==> src/rtl/lps_pkg.sv <==
// shared constants of the light and proximity sensor core
package lps_pkg;

    // ==========================================================
    // clock and timing
    localparam int CLK_PERIOD_NS   = 50;          // 20 MHz system clock
    localparam int LED_PERIOD_NS   = 16000;       // proximity pulse period, 16 us
    localparam int LED_ON_NS       = 8000;        // led driver on time, 8 us
    localparam int STEP_NS         = 2720000;     // integration and wait step, 2.72 ms
    localparam int LED_PERIOD_CYC  = (LED_PERIOD_NS + CLK_PERIOD_NS - 1) / CLK_PERIOD_NS;
    localparam int LED_ON_CYC      = (LED_ON_NS + CLK_PERIOD_NS - 1) / CLK_PERIOD_NS;
    localparam int STEP_CYC        = (STEP_NS + CLK_PERIOD_NS - 1) / CLK_PERIOD_NS;
    localparam int WAIT_LONG_MULT  = 12;          // wait step multiplier in long mode
    localparam int I2C_MAX_KHZ     = 400;         // fastest serial clock supported

    // ==========================================================
    // data widths and limits
    localparam int RESULT_W        = 16;
    localparam int SAMPLE_W        = 12;
    localparam logic [16:0] FULL_SCALE = 17'h0FFFF;   // 65535
    localparam logic [11:0] STEP_MAX   = 12'h3FF;     // 1023 counts per step

    // ==========================================================
    // serial link
    localparam logic [6:0] I2C_ADDR    = 7'h2A;   // arbitrary value
    localparam logic [7:0] CLEAR_CMD   = 8'hC5;   // interrupt clear command byte
    localparam logic [2:0] RD_LAST_IDX = 3'h5;    // six readable result bytes

    // ==========================================================
    // reset values
    localparam logic [RESULT_W-1:0] RESULT_RST = 16'h0000;
    localparam logic [3:0]          PCNT_RST   = 4'h0;

endpackage

==> src/rtl/lps_core.sv <==
// digital core of the light and proximity sensor: sequencer, converters, interrupt
//
// Summary of operation
// (RULE_01) broadband and infrared channels integrate together into 16-bit results
// (RULE_02) at end of conversion both results move into their data registers
// (RULE_03) interrupt leaves on its own pin as a level, never a pulse
// (RULE_04) asserted interrupt holds until the host clears it
// (RULE_05) result above upper or below lower threshold marks an interrupt condition
// (RULE_06) interrupt fires only after persistence-count consecutive out-of-window results
// (RULE_07) light and proximity keep own thresholds and persistence, judged separately
// (RULE_08) proximity pulse count per measurement programmable from 1 to 255
// (RULE_09) proximity led pulses repeat every sixteen microseconds
// (RULE_10) host talks over two-wire i2c at up to 400 kHz
// (RULE_11) wait timer between cycles from 2.72 ms to beyond six seconds
// (RULE_12) state machine sequences measurements and sleeps or waits between them
// (RULE_13) led driver is on for eight microseconds of each pulse period
// (RULE_14) each step adds at most 1023 counts, result saturates at 65535
// (RULE_15) host clears a pending interrupt with a clear command after reading results
module lps_core #(
    parameter int STEP_CYCLES = lps_pkg::STEP_CYC
) (
    // clock and reset
    input  wire logic                          sys_clk,
    input  wire logic                          arst_n,
    // enables
    input  wire logic                          power_on,
    input  wire logic                          als_enable,
    input  wire logic                          prox_enable,
    input  wire logic                          wait_enable,
    input  wire logic                          als_int_enable,
    input  wire logic                          prox_int_enable,
    // timing configuration
    input  wire logic [7:0]                    als_steps_m1,
    input  wire logic [7:0]                    wait_steps_m1,
    input  wire logic                          wait_long,
    input  wire logic [7:0]                    prox_pulses,
    // thresholds and persistence
    input  wire logic [15:0]                   als_low,
    input  wire logic [15:0]                   als_high,
    input  wire logic [15:0]                   prox_low,
    input  wire logic [15:0]                   prox_high,
    input  wire logic [3:0]                    als_persist,
    input  wire logic [3:0]                    prox_persist,
    // analog front end samples
    input  wire logic [lps_pkg::SAMPLE_W-1:0]  broadband_sample,
    input  wire logic [lps_pkg::SAMPLE_W-1:0]  infrared_sample,
    input  wire logic [lps_pkg::SAMPLE_W-1:0]  prox_sample,
    // i2c pins
    input  wire logic                          scl_i,
    input  wire logic                          sda_i,
    output logic                               sda_o,
    output logic                               sda_oe,
    // led driver and interrupt pins, open drain
    output logic                               led_driver_output_o,
    output logic                               led_driver_output_oe,
    output logic                               int_pad_o,
    output logic                               int_pad_oe,
    // results and status
    output logic [15:0]                        broadband_channel_data,
    output logic [15:0]                        infrared_channel_data,
    output logic [15:0]                        proximity_data,
    output logic                               als_valid,
    output logic                               prox_valid,
    output logic                               als_int_flag,
    output logic                               prox_int_flag,
    output logic                               low_power
);

    localparam int CMAX = (STEP_CYCLES > lps_pkg::LED_PERIOD_CYC) ? STEP_CYCLES : lps_pkg::LED_PERIOD_CYC;
    localparam int CW   = $clog2(CMAX + 1);

    typedef enum {S_SLEEP, S_PROX, S_ALS, S_WAIT} lps_seq_type;

    typedef struct packed {
        lps_seq_type st;
        logic [CW-1:0] cyc;
        logic [11:0]   steps;
        logic [7:0]    pulses;
        logic [16:0]   acc_bb;
        logic [16:0]   acc_ir;
        logic [16:0]   acc_px;
        logic [15:0]   bb_data;
        logic [15:0]   ir_data;
        logic [15:0]   px_data;
        logic          als_valid;
        logic          prox_valid;
        logic [3:0]    als_pcnt;
        logic [3:0]    prox_pcnt;
        logic          als_flag;
        logic          prox_flag;
        logic          led_oe;
        logic          int_oe;
        logic          pin_low;
        logic          low_pwr;
    } lps_core_state_type;

    lps_core_state_type cur_ff;
    lps_core_state_type nxt_ff;

    logic clear_pulse;

    // ==========================================================
    // serial link
    lps_i2c_slave u_i2c (
        .sys_clk     (sys_clk),
        .arst_n      (arst_n),
        .scl_i       (scl_i),                  // RULE_10
        .sda_i       (sda_i),
        .sda_o       (sda_o),
        .sda_oe      (sda_oe),
        .bb_data     (cur_ff.bb_data),
        .ir_data     (cur_ff.ir_data),
        .px_data     (cur_ff.px_data),
        .clear_pulse (clear_pulse)
    );

    // ==========================================================
    // helpers

    // clip one step to 1023 and add with saturation at 65535
    function automatic logic [16:0] sat_add(input logic [16:0] acc, input logic [11:0] smp);
        logic [11:0] c;
        logic [17:0] s;
        c = (smp > lps_pkg::STEP_MAX) ? lps_pkg::STEP_MAX : smp;             // RULE_14
        s = {1'b0, acc} + {6'h00, c};
        return (s > {1'b0, lps_pkg::FULL_SCALE}) ? lps_pkg::FULL_SCALE : s[16:0]; // RULE_14
    endfunction

    // window check with persistence: returns {hit, new count}
    function automatic logic [4:0] persist(input logic [15:0] r, input logic [15:0] lo,
                                           input logic [15:0] hi, input logic [3:0] need,
                                           input logic [3:0] cnt);
        logic       out_w;
        logic [4:0] inc;
        out_w = (r < lo) || (r > hi);                                        // RULE_05
        inc   = {1'b0, cnt} + 5'h01;
        if (!out_w) begin
            persist = {1'b0, lps_pkg::PCNT_RST};                             // RULE_06
        end else begin
            persist = {(inc >= {1'b0, need}), (cnt == 4'hF) ? cnt : inc[3:0]}; // RULE_06
        end
    endfunction

    logic [11:0] wait_total;
    logic [4:0]  als_eval;
    logic [4:0]  prox_eval;
    logic        step_end;
    logic        period_end;

    // ==========================================================
    // measurement sequencer
    always_comb begin
        nxt_ff     = cur_ff;
        wait_total = wait_long ? (({4'h0, wait_steps_m1} + 12'h001) * 12'(lps_pkg::WAIT_LONG_MULT))
                               : ({4'h0, wait_steps_m1} + 12'h001);          // RULE_11
        step_end   = (cur_ff.cyc == CW'(STEP_CYCLES - 1));
        period_end = (cur_ff.cyc == CW'(lps_pkg::LED_PERIOD_CYC - 1));        // RULE_09
        als_eval   = persist(cur_ff.acc_bb[15:0], als_low, als_high, als_persist, cur_ff.als_pcnt);
        prox_eval  = persist(cur_ff.acc_px[15:0], prox_low, prox_high, prox_persist, cur_ff.prox_pcnt);
        nxt_ff.als_flag  = cur_ff.als_flag & ~clear_pulse;                   // RULE_04
        nxt_ff.prox_flag = cur_ff.prox_flag & ~clear_pulse;                  // RULE_04
        unique case (cur_ff.st)
            S_SLEEP: begin
                nxt_ff.cyc    = '0;
                nxt_ff.steps  = 12'h000;
                nxt_ff.pulses = 8'h00;
                nxt_ff.acc_px = 17'h00000;
                nxt_ff.acc_bb = 17'h00000;
                nxt_ff.acc_ir = 17'h00000;
                if (power_on && prox_enable) begin
                    nxt_ff.st = S_PROX;                                      // RULE_12
                end else if (power_on && als_enable) begin
                    nxt_ff.st = S_ALS;
                end
            end
            S_PROX: begin
                nxt_ff.cyc = period_end ? '0 : cur_ff.cyc + CW'(1);
                if (period_end) begin
                    nxt_ff.acc_px = sat_add(cur_ff.acc_px, prox_sample);
                    prox_eval     = persist(nxt_ff.acc_px[15:0], prox_low, prox_high, prox_persist, cur_ff.prox_pcnt);
                    nxt_ff.pulses = cur_ff.pulses + 8'h01;
                    if (cur_ff.pulses + 8'h01 >= prox_pulses) begin         // RULE_08
                        nxt_ff.px_data    = nxt_ff.acc_px[15:0];
                        nxt_ff.prox_valid = 1'b1;
                        nxt_ff.prox_pcnt  = prox_eval[3:0];
                        if (prox_eval[4]) begin
                            nxt_ff.prox_flag = 1'b1;                         // RULE_07
                        end
                        nxt_ff.st = als_enable ? S_ALS : (wait_enable ? S_WAIT : S_SLEEP);
                    end
                end
                if (!power_on) begin
                    nxt_ff.st = S_SLEEP;
                end
            end
            S_ALS: begin
                nxt_ff.cyc = step_end ? '0 : cur_ff.cyc + CW'(1);
                if (step_end) begin
                    nxt_ff.acc_bb = sat_add(cur_ff.acc_bb, broadband_sample); // RULE_01
                    nxt_ff.acc_ir = sat_add(cur_ff.acc_ir, infrared_sample);  // RULE_01
                    nxt_ff.steps  = cur_ff.steps + 12'h001;
                    if (cur_ff.steps >= {4'h0, als_steps_m1}) begin
                        nxt_ff.bb_data   = nxt_ff.acc_bb[15:0];              // RULE_02
                        nxt_ff.ir_data   = nxt_ff.acc_ir[15:0];              // RULE_02
                        nxt_ff.als_valid = 1'b1;
                        als_eval         = persist(nxt_ff.acc_bb[15:0], als_low, als_high,
                                                   als_persist, cur_ff.als_pcnt);
                        nxt_ff.als_pcnt  = als_eval[3:0];
                        if (als_eval[4]) begin
                            nxt_ff.als_flag = 1'b1;                          // RULE_07
                        end
                        nxt_ff.steps = 12'h000;
                        nxt_ff.st    = wait_enable ? S_WAIT : S_SLEEP;
                    end
                end
                if (!power_on) begin
                    nxt_ff.st = S_SLEEP;
                end
            end
            S_WAIT: begin
                nxt_ff.cyc = step_end ? '0 : cur_ff.cyc + CW'(1);
                if (step_end) begin
                    nxt_ff.steps = cur_ff.steps + 12'h001;
                    if (cur_ff.steps + 12'h001 >= wait_total) begin          // RULE_11
                        nxt_ff.st = S_SLEEP;
                    end
                end
                if (!power_on) begin
                    nxt_ff.st = S_SLEEP;
                end
            end
        endcase
        // led pulses low for the first half of each period
        nxt_ff.led_oe  = (nxt_ff.st == S_PROX) && (nxt_ff.cyc < CW'(lps_pkg::LED_ON_CYC)); // RULE_13
        // level interrupt from sticky flags gated by enables
        nxt_ff.int_oe  = (nxt_ff.als_flag & als_int_enable) | (nxt_ff.prox_flag & prox_int_enable); // RULE_03
        nxt_ff.pin_low = 1'b0;
        nxt_ff.low_pwr = (nxt_ff.st == S_SLEEP) || (nxt_ff.st == S_WAIT);    // RULE_12
    end

    // state register
    always_ff @(posedge sys_clk or negedge arst_n) begin
        if (!arst_n) begin
            cur_ff         <= '0;
            cur_ff.st      <= S_SLEEP;
            cur_ff.low_pwr <= 1'b1;
        end else begin
            cur_ff <= nxt_ff;
        end
    end

    // ==========================================================
    // outputs, all from the state register
    assign led_driver_output_o    = cur_ff.pin_low;
    assign led_driver_output_oe   = cur_ff.led_oe;
    assign int_pad_o              = cur_ff.pin_low;
    assign int_pad_oe             = cur_ff.int_oe;
    assign broadband_channel_data = cur_ff.bb_data;
    assign infrared_channel_data  = cur_ff.ir_data;
    assign proximity_data         = cur_ff.px_data;
    assign als_valid              = cur_ff.als_valid;
    assign prox_valid             = cur_ff.prox_valid;
    assign als_int_flag           = cur_ff.als_flag;
    assign prox_int_flag          = cur_ff.prox_flag;
    assign low_power              = cur_ff.low_pwr;

endmodule

==> src/rtl/lps_i2c_slave.sv <==
// i2c slave: result byte reads and interrupt clear command
module lps_i2c_slave (
    // clock and reset
    input  wire logic        sys_clk,
    input  wire logic        arst_n,
    // serial pins
    input  wire logic        scl_i,
    input  wire logic        sda_i,
    output logic             sda_o,
    output logic             sda_oe,
    // readable results
    input  wire logic [15:0] bb_data,
    input  wire logic [15:0] ir_data,
    input  wire logic [15:0] px_data,
    // command strobe
    output logic             clear_pulse
);

    typedef enum {I_IDLE, I_ADDR, I_ACK, I_WRITE, I_READ, I_RACK} lps_i2c_st_type;

    typedef struct packed {
        lps_i2c_st_type st;
        logic           scl_m;
        logic           scl_s;
        logic           scl_d;
        logic           sda_m;
        logic           sda_s;
        logic           sda_d;
        logic [3:0]     bits;
        logic [7:0]     shreg;
        logic           rd;
        logic [2:0]     idx;
        logic           sda_o;
        logic           sda_oe;
        logic           clr;
    } lps_i2c_state_type;

    lps_i2c_state_type cur_ff;
    lps_i2c_state_type nxt_ff;

    // result byte picked by read index, low byte first
    function automatic logic [7:0] pick(input logic [2:0] i, input logic [15:0] a,
                                        input logic [15:0] b, input logic [15:0] c);
        logic [7:0] r;
        unique case (i)
            3'h0:    r = a[7:0];
            3'h1:    r = a[15:8];
            3'h2:    r = b[7:0];
            3'h3:    r = b[15:8];
            3'h4:    r = c[7:0];
            3'h5:    r = c[15:8];
            default: r = 8'h00;
        endcase
        return r;
    endfunction

    logic       rise;
    logic       fall;
    logic       start_c;
    logic       stop_c;
    logic [7:0] rbyte;

    // bus decoding and byte sequencing
    always_comb begin
        nxt_ff       = cur_ff;
        nxt_ff.clr   = 1'b0;
        nxt_ff.scl_m = scl_i;                     // two-stage synchronisers
        nxt_ff.scl_s = cur_ff.scl_m;
        nxt_ff.scl_d = cur_ff.scl_s;
        nxt_ff.sda_m = sda_i;
        nxt_ff.sda_s = cur_ff.sda_m;
        nxt_ff.sda_d = cur_ff.sda_s;
        rise    = cur_ff.scl_s & ~cur_ff.scl_d;
        fall    = ~cur_ff.scl_s & cur_ff.scl_d;
        start_c = cur_ff.scl_s & cur_ff.scl_d & cur_ff.sda_d & ~cur_ff.sda_s;
        stop_c  = cur_ff.scl_s & cur_ff.scl_d & ~cur_ff.sda_d & cur_ff.sda_s;
        rbyte   = pick(cur_ff.idx, bb_data, ir_data, px_data);
        if (start_c) begin
            nxt_ff.st     = I_ADDR;
            nxt_ff.bits   = 4'h0;
            nxt_ff.sda_oe = 1'b0;
        end else if (stop_c) begin
            nxt_ff.st     = I_IDLE;
            nxt_ff.sda_oe = 1'b0;
        end else begin
            unique case (cur_ff.st)
                I_IDLE: begin
                    nxt_ff.sda_oe = 1'b0;
                end
                I_ADDR, I_WRITE: begin
                    if (rise) begin
                        nxt_ff.shreg = {cur_ff.shreg[6:0], cur_ff.sda_s};
                        nxt_ff.bits  = cur_ff.bits + 4'h1;
                    end else if (fall && cur_ff.bits == 4'h8) begin
                        if (cur_ff.st == I_WRITE) begin
                            nxt_ff.sda_oe = 1'b1;     // acknowledge command byte
                            nxt_ff.st     = I_ACK;
                            nxt_ff.rd     = 1'b0;
                            nxt_ff.clr    = (cur_ff.shreg == lps_pkg::CLEAR_CMD); // RULE_15
                        end else if (cur_ff.shreg[7:1] == lps_pkg::I2C_ADDR) begin
                            nxt_ff.sda_oe = 1'b1;     // acknowledge own address
                            nxt_ff.st     = I_ACK;
                            nxt_ff.rd     = cur_ff.shreg[0];
                            nxt_ff.idx    = 3'h0;
                        end else begin
                            nxt_ff.st = I_IDLE;
                        end
                    end
                end
                I_ACK: begin
                    if (fall) begin
                        nxt_ff.bits = 4'h0;
                        if (cur_ff.rd) begin
                            nxt_ff.shreg  = rbyte;
                            nxt_ff.sda_oe = ~rbyte[7];
                            nxt_ff.st     = I_READ;
                        end else begin
                            nxt_ff.sda_oe = 1'b0;
                            nxt_ff.st     = I_WRITE;
                        end
                    end
                end
                I_READ: begin
                    if (fall) begin
                        nxt_ff.bits = cur_ff.bits + 4'h1;
                        if (cur_ff.bits == 4'h7) begin
                            nxt_ff.sda_oe = 1'b0;     // release for master ack
                            nxt_ff.st     = I_RACK;
                        end else begin
                            nxt_ff.shreg  = {cur_ff.shreg[6:0], 1'b0};
                            nxt_ff.sda_oe = ~cur_ff.shreg[6];
                        end
                    end
                end
                I_RACK: begin
                    if (rise) begin
                        if (cur_ff.sda_s) begin
                            nxt_ff.st = I_IDLE;       // master nack ends the read
                        end else begin
                            nxt_ff.idx = (cur_ff.idx == lps_pkg::RD_LAST_IDX) ? 3'h0 : cur_ff.idx + 3'h1;
                        end
                    end else if (fall) begin
                        nxt_ff.bits   = 4'h0;
                        nxt_ff.shreg  = rbyte;
                        nxt_ff.sda_oe = ~rbyte[7];
                        nxt_ff.st     = I_READ;
                    end
                end
            endcase
        end
    end

    // state register
    always_ff @(posedge sys_clk or negedge arst_n) begin
        if (!arst_n) begin
            cur_ff        <= '0;
            cur_ff.st     <= I_IDLE;
            cur_ff.scl_m  <= 1'b1;
            cur_ff.scl_s  <= 1'b1;
            cur_ff.scl_d  <= 1'b1;
            cur_ff.sda_m  <= 1'b1;
            cur_ff.sda_s  <= 1'b1;
            cur_ff.sda_d  <= 1'b1;
        end else begin
            cur_ff <= nxt_ff;
        end
    end

    assign sda_o       = cur_ff.sda_o;     // open drain: always low when enabled
    assign sda_oe      = cur_ff.sda_oe;
    assign clear_pulse = cur_ff.clr;

endmodule

==> config.mk <==
export PLATFORM = sky130hd
export DESIGN_NAME = lps_core
export DESIGN_NICKNAME = d
export VERILOG_FILES = /design/src/rtl/lps_pkg.sv /design/src/rtl/lps_core.sv /design/src/rtl/lps_i2c_slave.sv
export SDC_FILE = /design/constraint.sdc
export NUM_CORES = 1
export LEC_CHECK = 0
export BUFFER_PORTS_ARGS = -buffer_cell sky130_fd_sc_hd__buf_2
export CORE_ASPECT_RATIO = 1.5
export CORE_UTILIZATION = 38
export DETAILED_ROUTE_END_ITERATION = 10
export PLACE_DENSITY = 0.52
export SLEW_MARGIN = 20
export SYNTH_ARGS = -nofsm -noshare
export SYNTH_HDL_FRONTEND = slang
export SYNTH_HIERARCHICAL = 1
export SYNTH_SLANG_ARGS = --single-unit
export TNS_END_PERCENT = 5
==> constraint.sdc <==
create_clock -name sys_clk -period 5.7 [get_ports sys_clk]
set_clock_uncertainty 0.15 [all_clocks]
set_input_delay 0.57 -clock sys_clk [delete_from_list [all_inputs] [get_ports sys_clk]]
set_output_delay 0.57 -clock sys_clk [all_outputs]
set_load 0.05 [all_outputs]
======== Word-level counts from Yosys, hierarchy flattened ========
Cells that the tools add are included.
word-level totals
  flip-flop bits (word level) ............. 238
  latch bits .............................. 0
  RAM bits ................................ 0
  bits in read-only memories .............. 0
  input bits .............................. 143
  output and inout port bits .............. 59
  logic and storage cells ................. 275
  memories ................................ 0
cells by class
  $add $sub $neg .......................... 11
  $mul .................................... 1
  div/mod/pow operators ................... 0
  order comparisons ....................... 16
  equality and inequality tests ........... 58
  shift-type cells ........................ 0
  muxes and demuxes ....................... 102
  bitwise operators ....................... 22
  reductions and logical operators ........ 33
operators by type and width
  kind                                                   count
  two-way mux 32 bit                                     22
  case mux 48 bit (4 select lines)                       1
  == test 32 x 2 -> 1 bit (second input constant)        5
  two-way mux 12 bit                                     12
  == test 32 x 3 -> 1 bit (second input constant)        4
  case mux 32 bit (4 select lines)                       1
  zero test 32 bit                                       3
  two-way mux 17 bit                                     4
  case mux 34 bit (2 select lines)                       1
  == test 32 x 1 -> 1 bit (second input constant)        2
  adder 17 x 12 -> 18 bit                                3
  > comparator 18 x 16 -> 1 bit (second input constant)  3
  two-way mux 16 bit                                     3
  case mux 12 bit (4 select lines)                       1
  case mux 8 bit (6 select lines)                        1
  > comparator 12 x 10 -> 1 bit (second input constant)  3
  case mux 12 bit (3 select lines)                       1
  two-way mux 5 bit                                      7
  two-way mux 34 bit                                     1
  case mux 17 bit (2 select lines)                       1
  > comparator 16 bit                                    2
  less-than comparator 16 bit                            2
  two-way mux 1 bit                                      24
  two-way mux 4 bit                                      6
  other kinds (57)                                       130

======== Depth between registers and ports, before layout ========
  depth in word-level cells ............... 17
  mapped depth ............................ 22

======== Hierarchy ========
Netlist, hierarchy kept.
modules (own cells, without submodules)
  module         instances  cells an instance  area each (um^2)  seq. area each (um^2)
  lps_core       1          1575               13409.1           4555.6
  lps_i2c_slave  1          228                2085.8            683.2

======== Worst setup path before layout ========
OpenSTA, ideal clock, no wires.
  path kind ............................... input to register
  start ................................... input port broadband_sample[10] in the netlist's numbering
  end ..................................... register cur_ff[12] in the netlist's numbering
  library setup time ...................... 0.077 ns
  arrival time ............................ 5.063 ns
  data required time ...................... 5.473 ns
  path slack .............................. 0.409 ns
  stages on the path ...................... 22
  buffers on the path ..................... 1
  cells stage by stage .................... or3_1 ha_1 fa_1 a211o_1 a21oi_1 nor3_1 nor2_1 nor2_1 a21oi_1 clkbuf_1 nor2_1 inv_1 ha_1 a21o_1 a21o_1 a2111oi_0 o21bai_1 a21oi_1 o311ai_0 o211ai_1 o21ai_0 a21oi_1
on the way
  cells in the longest elaborated chain, start to end .. 11
  elaborated cells between the ends (all ways) .. 14
  classes of those cells .................. add/sub (1); order compare (4); eq/ne (1); mux (6); reduce/logical (2)
ends and longest elaborated chain
  item                                                                       RTL line         source
  from (decl)                                                                lps_core.sv:45   input wire logic [lps_pkg::SAMPLE_W-1:0] broadband_sample,
  > comparator 12 x 10 -> 1 bit                                              lps_core.sv:124  c = (smp > lps_pkg::STEP_MAX) ? lps_pkg::STEP_MAX : smp;
  two-way mux 12 bit *                                                       lps_core.sv:124
  adder 17 x 12 -> 18 bit *                                                  lps_core.sv:125  s = {1'b0, acc} + {6'h00, c};
  > comparator 18 x 16 -> 1 bit                                              lps_core.sv:126  return (s > {1'b0, lps_pkg::FULL_SCALE}) ? lps_pkg::FULL_SCALE : s[16:0];
  two-way mux 17 bit *                                                       lps_core.sv:126
  less-than comparator 16 bit / > comparator 16 bit (equally long branches)  lps_core.sv:135  out_w = (r < lo) || (r > hi);
  logical OR 1 bit *                                                         lps_core.sv:135
  two-way mux 5 bit                                                          lps_core.sv:137  if (!out_w) begin
  two-way mux 5 bit                                                          lps_core.sv:202  if (cur_ff.steps >= {4'h0, als_steps_m1}) begin
  two-way mux 5 bit                                                          lps_core.sv:198  if (step_end) begin
  two-way mux 5 bit                                                          lps_core.sv:162  unique case (cur_ff.st)
  to (signal assigned)                                                       lps_core.sv:248  cur_ff <= nxt_ff;
  to (decl)                                                                  lps_core.sv:97   lps_core_state_type cur_ff;
Every way passes the cells marked *; elsewhere a longest branch is shown, timed or not. The select of a mux whose other input is x is not followed.
A chain may end at the register's enable or synchronous reset.

======== Worst setup path after layout ========
  start ................................... input port prox_sample[10] in the netlist's numbering
  end ..................................... register cur_ff[6] in the netlist's numbering
on the way
  cells in the longest elaborated chain, start to end .. 10
  elaborated cells between the ends (all ways) .. 13
  classes of those cells .................. add/sub (1); order compare (4); eq/ne (1); mux (5); reduce/logical (2)
ends and longest elaborated chain
  item                                                                       RTL line         source
  from (decl)                                                                lps_core.sv:47   input wire logic [lps_pkg::SAMPLE_W-1:0] prox_sample,
  > comparator 12 x 10 -> 1 bit                                              lps_core.sv:124
  two-way mux 12 bit *                                                       lps_core.sv:124
  adder 17 x 12 -> 18 bit *                                                  lps_core.sv:125
  > comparator 18 x 16 -> 1 bit                                              lps_core.sv:126
  two-way mux 17 bit *                                                       lps_core.sv:126
  less-than comparator 16 bit / > comparator 16 bit (equally long branches)  lps_core.sv:135
  logical OR 1 bit *                                                         lps_core.sv:135
  two-way mux 5 bit                                                          lps_core.sv:137
  two-way mux 5 bit                                                          lps_core.sv:178  if (period_end) begin
  two-way mux 5 bit                                                          lps_core.sv:162
Marked as above.

==> results.sh <==
export IMPL_die_w_um=166.9
export IMPL_multi_input_area_mm2=0.009034
export IMPL_dr_first_iter_drc_count=666
export IMPL_cts_tree="yes"
export IMPL_dp_hpwl_um=33920
export IMPL_hp_class="input port to flop"
export IMPL_synth_compound_area_share_pct=19.96
export IMPL_crit_start="prox_sample[10]"
export IMPL_period_share_pct=91.34
export IMPL_synth_area_mm2=0.01549
export IMPL_io_buffer_count=198
export IMPL_rr_endpoint="cur_ff[6]"
export IMPL_synth_top_family_by_area="compound AO/OA/AOI/OAI gates"
export IMPL_vias=13304
export IMPL_num_io_pins=202
export IMPL_clock_latency_ps=530
export IMPL_rsz0062_at_grt="false"
export IMPL_final_cells=2469
export IMPL_critPathLaunchType="input port"
export IMPL_fin_crit_ps=5206
export IMPL_floorplan_initialDensity_pct=38.54
export IMPL_rows=90
export IMPL_die_y_um=249.3
export IMPL_synth_yosys_warnings=6
export IMPL_cap_viol_max_count=0
export IMPL_clk_path_buf_depth=3
export IMPL_coreArea_mm2=0.04020
export IMPL_synth_async_reset_ratio_pct=100.0
export IMPL_grt_use_total_pct=20.80
export IMPL_arrival_ps=5470
export IMPL_outcome="completed"
export IMPL_path_max_fanout=16
export IMPL_antenna_found_initial=0
export IMPL_synth_enable_flop_cells=0
export IMPL_postCtsHoldBufs=3
export IMPL_die_area_mm2=0.04160
export IMPL_drive_gt1_share_pct=15.79
export IMPL_cts_setup_buffers=0
export IMPL_vdd_drop_max_v=0.0001739
export IMPL_cts_resized_gates=0
export IMPL_grt_max_degree=108
export IMPL_ys_seq_area_share_pct=33.81
export IMPL_diodes=0
export IMPL_wl_per_cell_um=17.63
export IMPL_required_ps=5960
export IMPL_synth_cell_types=82
export IMPL_synth_avg_cell_area_um2=8.594
export IMPL_post_route_util_pct=43.81
export IMPL_p_leak_uw=0.008998
export IMPL_grt_overflow_total=0
export IMPL_synth_flop_cell="dfrtp_1"
export IMPL_crit_path_end="cur_ff[6]"
export IMPL_maxSlewViolCount=0
export IMPL_synthSimpleGateAreaFrac_pct=18.17
export IMPL_power_density_mw_per_mm2=219.5
export IMPL_via_per_inst=5.388
export IMPL_setup_viol=0
export IMPL_final_antenna_net_count=0
export IMPL_grt_pass1_wl_um=69580
export IMPL_slew_limit_headroom_pct=38.75
export IMPL_htreeDepth=1
export IMPL_synthCells=1803
export IMPL_cts_made_buffers=24
export IMPL_worst_slew_pin_slew_ps=916.5
export IMPL_cts_num_sinks=209
export IMPL_ff2ff_setup_slack_ps=650
export IMPL_crit_path_end_kind="flop"
export IMPL_dp_cells=2423
export IMPL_cts_root_buf="clkbuf_16"
export IMPL_synthMuxAreaShare_pct=2.196
export IMPL_grt_pass1_vias=13089
export IMPL_ff2ff_path_depth=20
export IMPL_postRouteWirelength_um=43520
export IMPL_nNetsFinal=2245
export IMPL_yosys_area_share_adder_pct=12.79
export IMPL_ys_seq_elements=209
export IMPL_finalHoldViolations=0
export IMPL_fillCellCount=4094
export IMPL_path_clk_slew_ps=60
export IMPL_globalplace_congestion=0.9802
export IMPL_route_detailed_drc=0
export IMPL_seqCellArea_mm2=0.005239
export IMPL_syn_to_final_growth_pct=13.67
export IMPL_synth_xor_area_share_pct=4.918
export IMPL_dr_pass1_iters=5
export IMPL_fmaxAchievable_mhz=192.1
export IMPL_crit_type="input port to flop"
export IMPL_timing_rr_start="cur_ff[64]"
## cells in the mapped netlist, drive strengths merged (5+ instances only)
master / instances / area (um^2)
dfrtp: 202 / 5055
inv: 162 / 608.1
ha: 152 / 1902
nor2: 148 / 555.5
o21ai: 144 / 720.7
nand2: 128 / 480.5
a21oi: 105 / 540.5
nand3: 66 / 330.3
buf: 60 / 429.2
clkbuf: 58 / 219.0
xnor2: 52 / 455.4
a21o: 42 / 315.3
or3: 36 / 225.2
xor2: 35 / 306.5
a21boi: 32 / 240.2
and3: 27 / 168.9
nand4: 24 / 150.1
nor2b: 24 / 150.1
nand2b: 23 / 151.4
nor3: 19 / 95.09
a211oi: 18 / 140.1
mux2i: 16 / 160.2
o21a: 16 / 120.1
a31oi: 15 / 93.84
nor4: 15 / 123.9
mux2: 12 / 135.1
o211ai: 12 / 90.09
o31ai: 12 / 90.09
and2: 10 / 62.56
a211o: 9 / 78.83
o21bai: 9 / 67.56
dfstp: 7 / 183.9
nand3b: 6 / 45.04
o22ai: 6 / 37.54
or3b: 6 / 55.06
a22oi: 5 / 37.54
a2bb2oi: 5 / 43.79
nor3b: 5 / 37.54
or2: 5 / 31.28
## routing by layer
metal  vias to the layer above  global-route usage [%]  share of wire (%)
met2                       299                   38.78                 52
li1                       6607                       -                  -
met1                      6335                   24.87                 42
met3                        63                   2.002                3.6
met4                         0                   6.270                2.6
met5                         -                       0                  0
## cell type report
class	instances	area share (%)
inverter	162	3.452
clock buffer	32	3.928
multi-input combinational	1321	51.29
timing repair buffer	228	7.075
clock inverter	11	0.9164
tap	506	3.595
sequential	209	29.74
## how the worst min path moves through the flow
stage                             to  slack, ps  cells past startpoint              from
floorplan               als_int_flag        120                      0            arst_n
global route              int_pad_oe        180                      3   prox_int_enable
global placement    u_i2c/cur_ff[20]        200                      0  u_i2c/cur_ff[21]
finish                    int_pad_oe        190                      3   prox_int_enable
detailed placement  u_i2c/cur_ff[20]        200                      0  u_i2c/cur_ff[21]
CTS                       int_pad_oe        160                      3   prox_int_enable
## state kept, by name (all words and copies together), names as in the netlist
register	flops
als_int_flag	1
als_valid	1
broadband_channel_data	16
cur_ff	127
infrared_channel_data	16
int_pad_oe	1
led_driver_output_oe	1
low_power	1
prox_int_flag	1
prox_valid	1
proximity_data	16
u_i2c/clear_pulse	1
u_i2c/cur_ff	25
u_i2c/sda_oe	1
## cell usage in the layout, fill, tap and decap left out, drive strengths merged, types with 24 or more instances in the layout
master,Yosys,layout
clkbuf,58,32
nor2,148,148
or3,36,36
nor2b,24,24
xnor2,52,52
and3,27,27
o21ai,144,144
buf,60,225
ha,152,152
inv,162,162
nand4,24,24
a21boi,32,32
dfrtp,202,202
nand3,66,66
nand2,128,128
a21o,42,42
a21oi,105,105
xor2,35,35
## metrics by stage
stage          hold WS (ps)  setup TNS, ps  setup WS [ps]  instance area, um^2  total power, uW
6_report              185.1              0          493.8                17610             3866
4_1_cts               161.9              0          531.0                17610             3932
3_3_place_gp          197.7              0          93.93                16730             2211
2_1_floorplan         124.4              0          409.5                15520             1981
3_5_place_dp          197.5         -2.804         -2.804                16730             2218
5_1_grt               177.5              0          96.92                17610             4058
## critical path, stage by stage
cell	delay (ps)
buf_2	140
or3_1	400
ha_1	230
fa_1	440
a211oi_1	240
o31ai_1	130
o2111ai_1	290
a21oi_1	160
nand4b_1	150
o21a_1	530
nor2_1	210
inv_1	170
ha_1	170
nand4_1	90
nor2_1	200
and3_1	240
nand2_1	80
o32ai_1	220
a31oi_1	90
a21oi_2	310
o21ai_1	140
mux2_2	280
## report_power, final
part / internal, uW / switching, uW
combinational: 222 / 399
clock: 1030 / 647
sequential: 1520 / 44.0
## logic make-up (layout without fill, tap and decap cells)
kind of cell,count (synthesis),in the layout
other,2,9
AOI/OAI and AO/OA,480,480
and+or+nand+nor,559,559
DFF,209,209
muxes,30,30
buffers and inverters,280,433
adders and majority gates,156,156
xor gates and xnor gates,87,87
(Power assumes the default switching activity.)
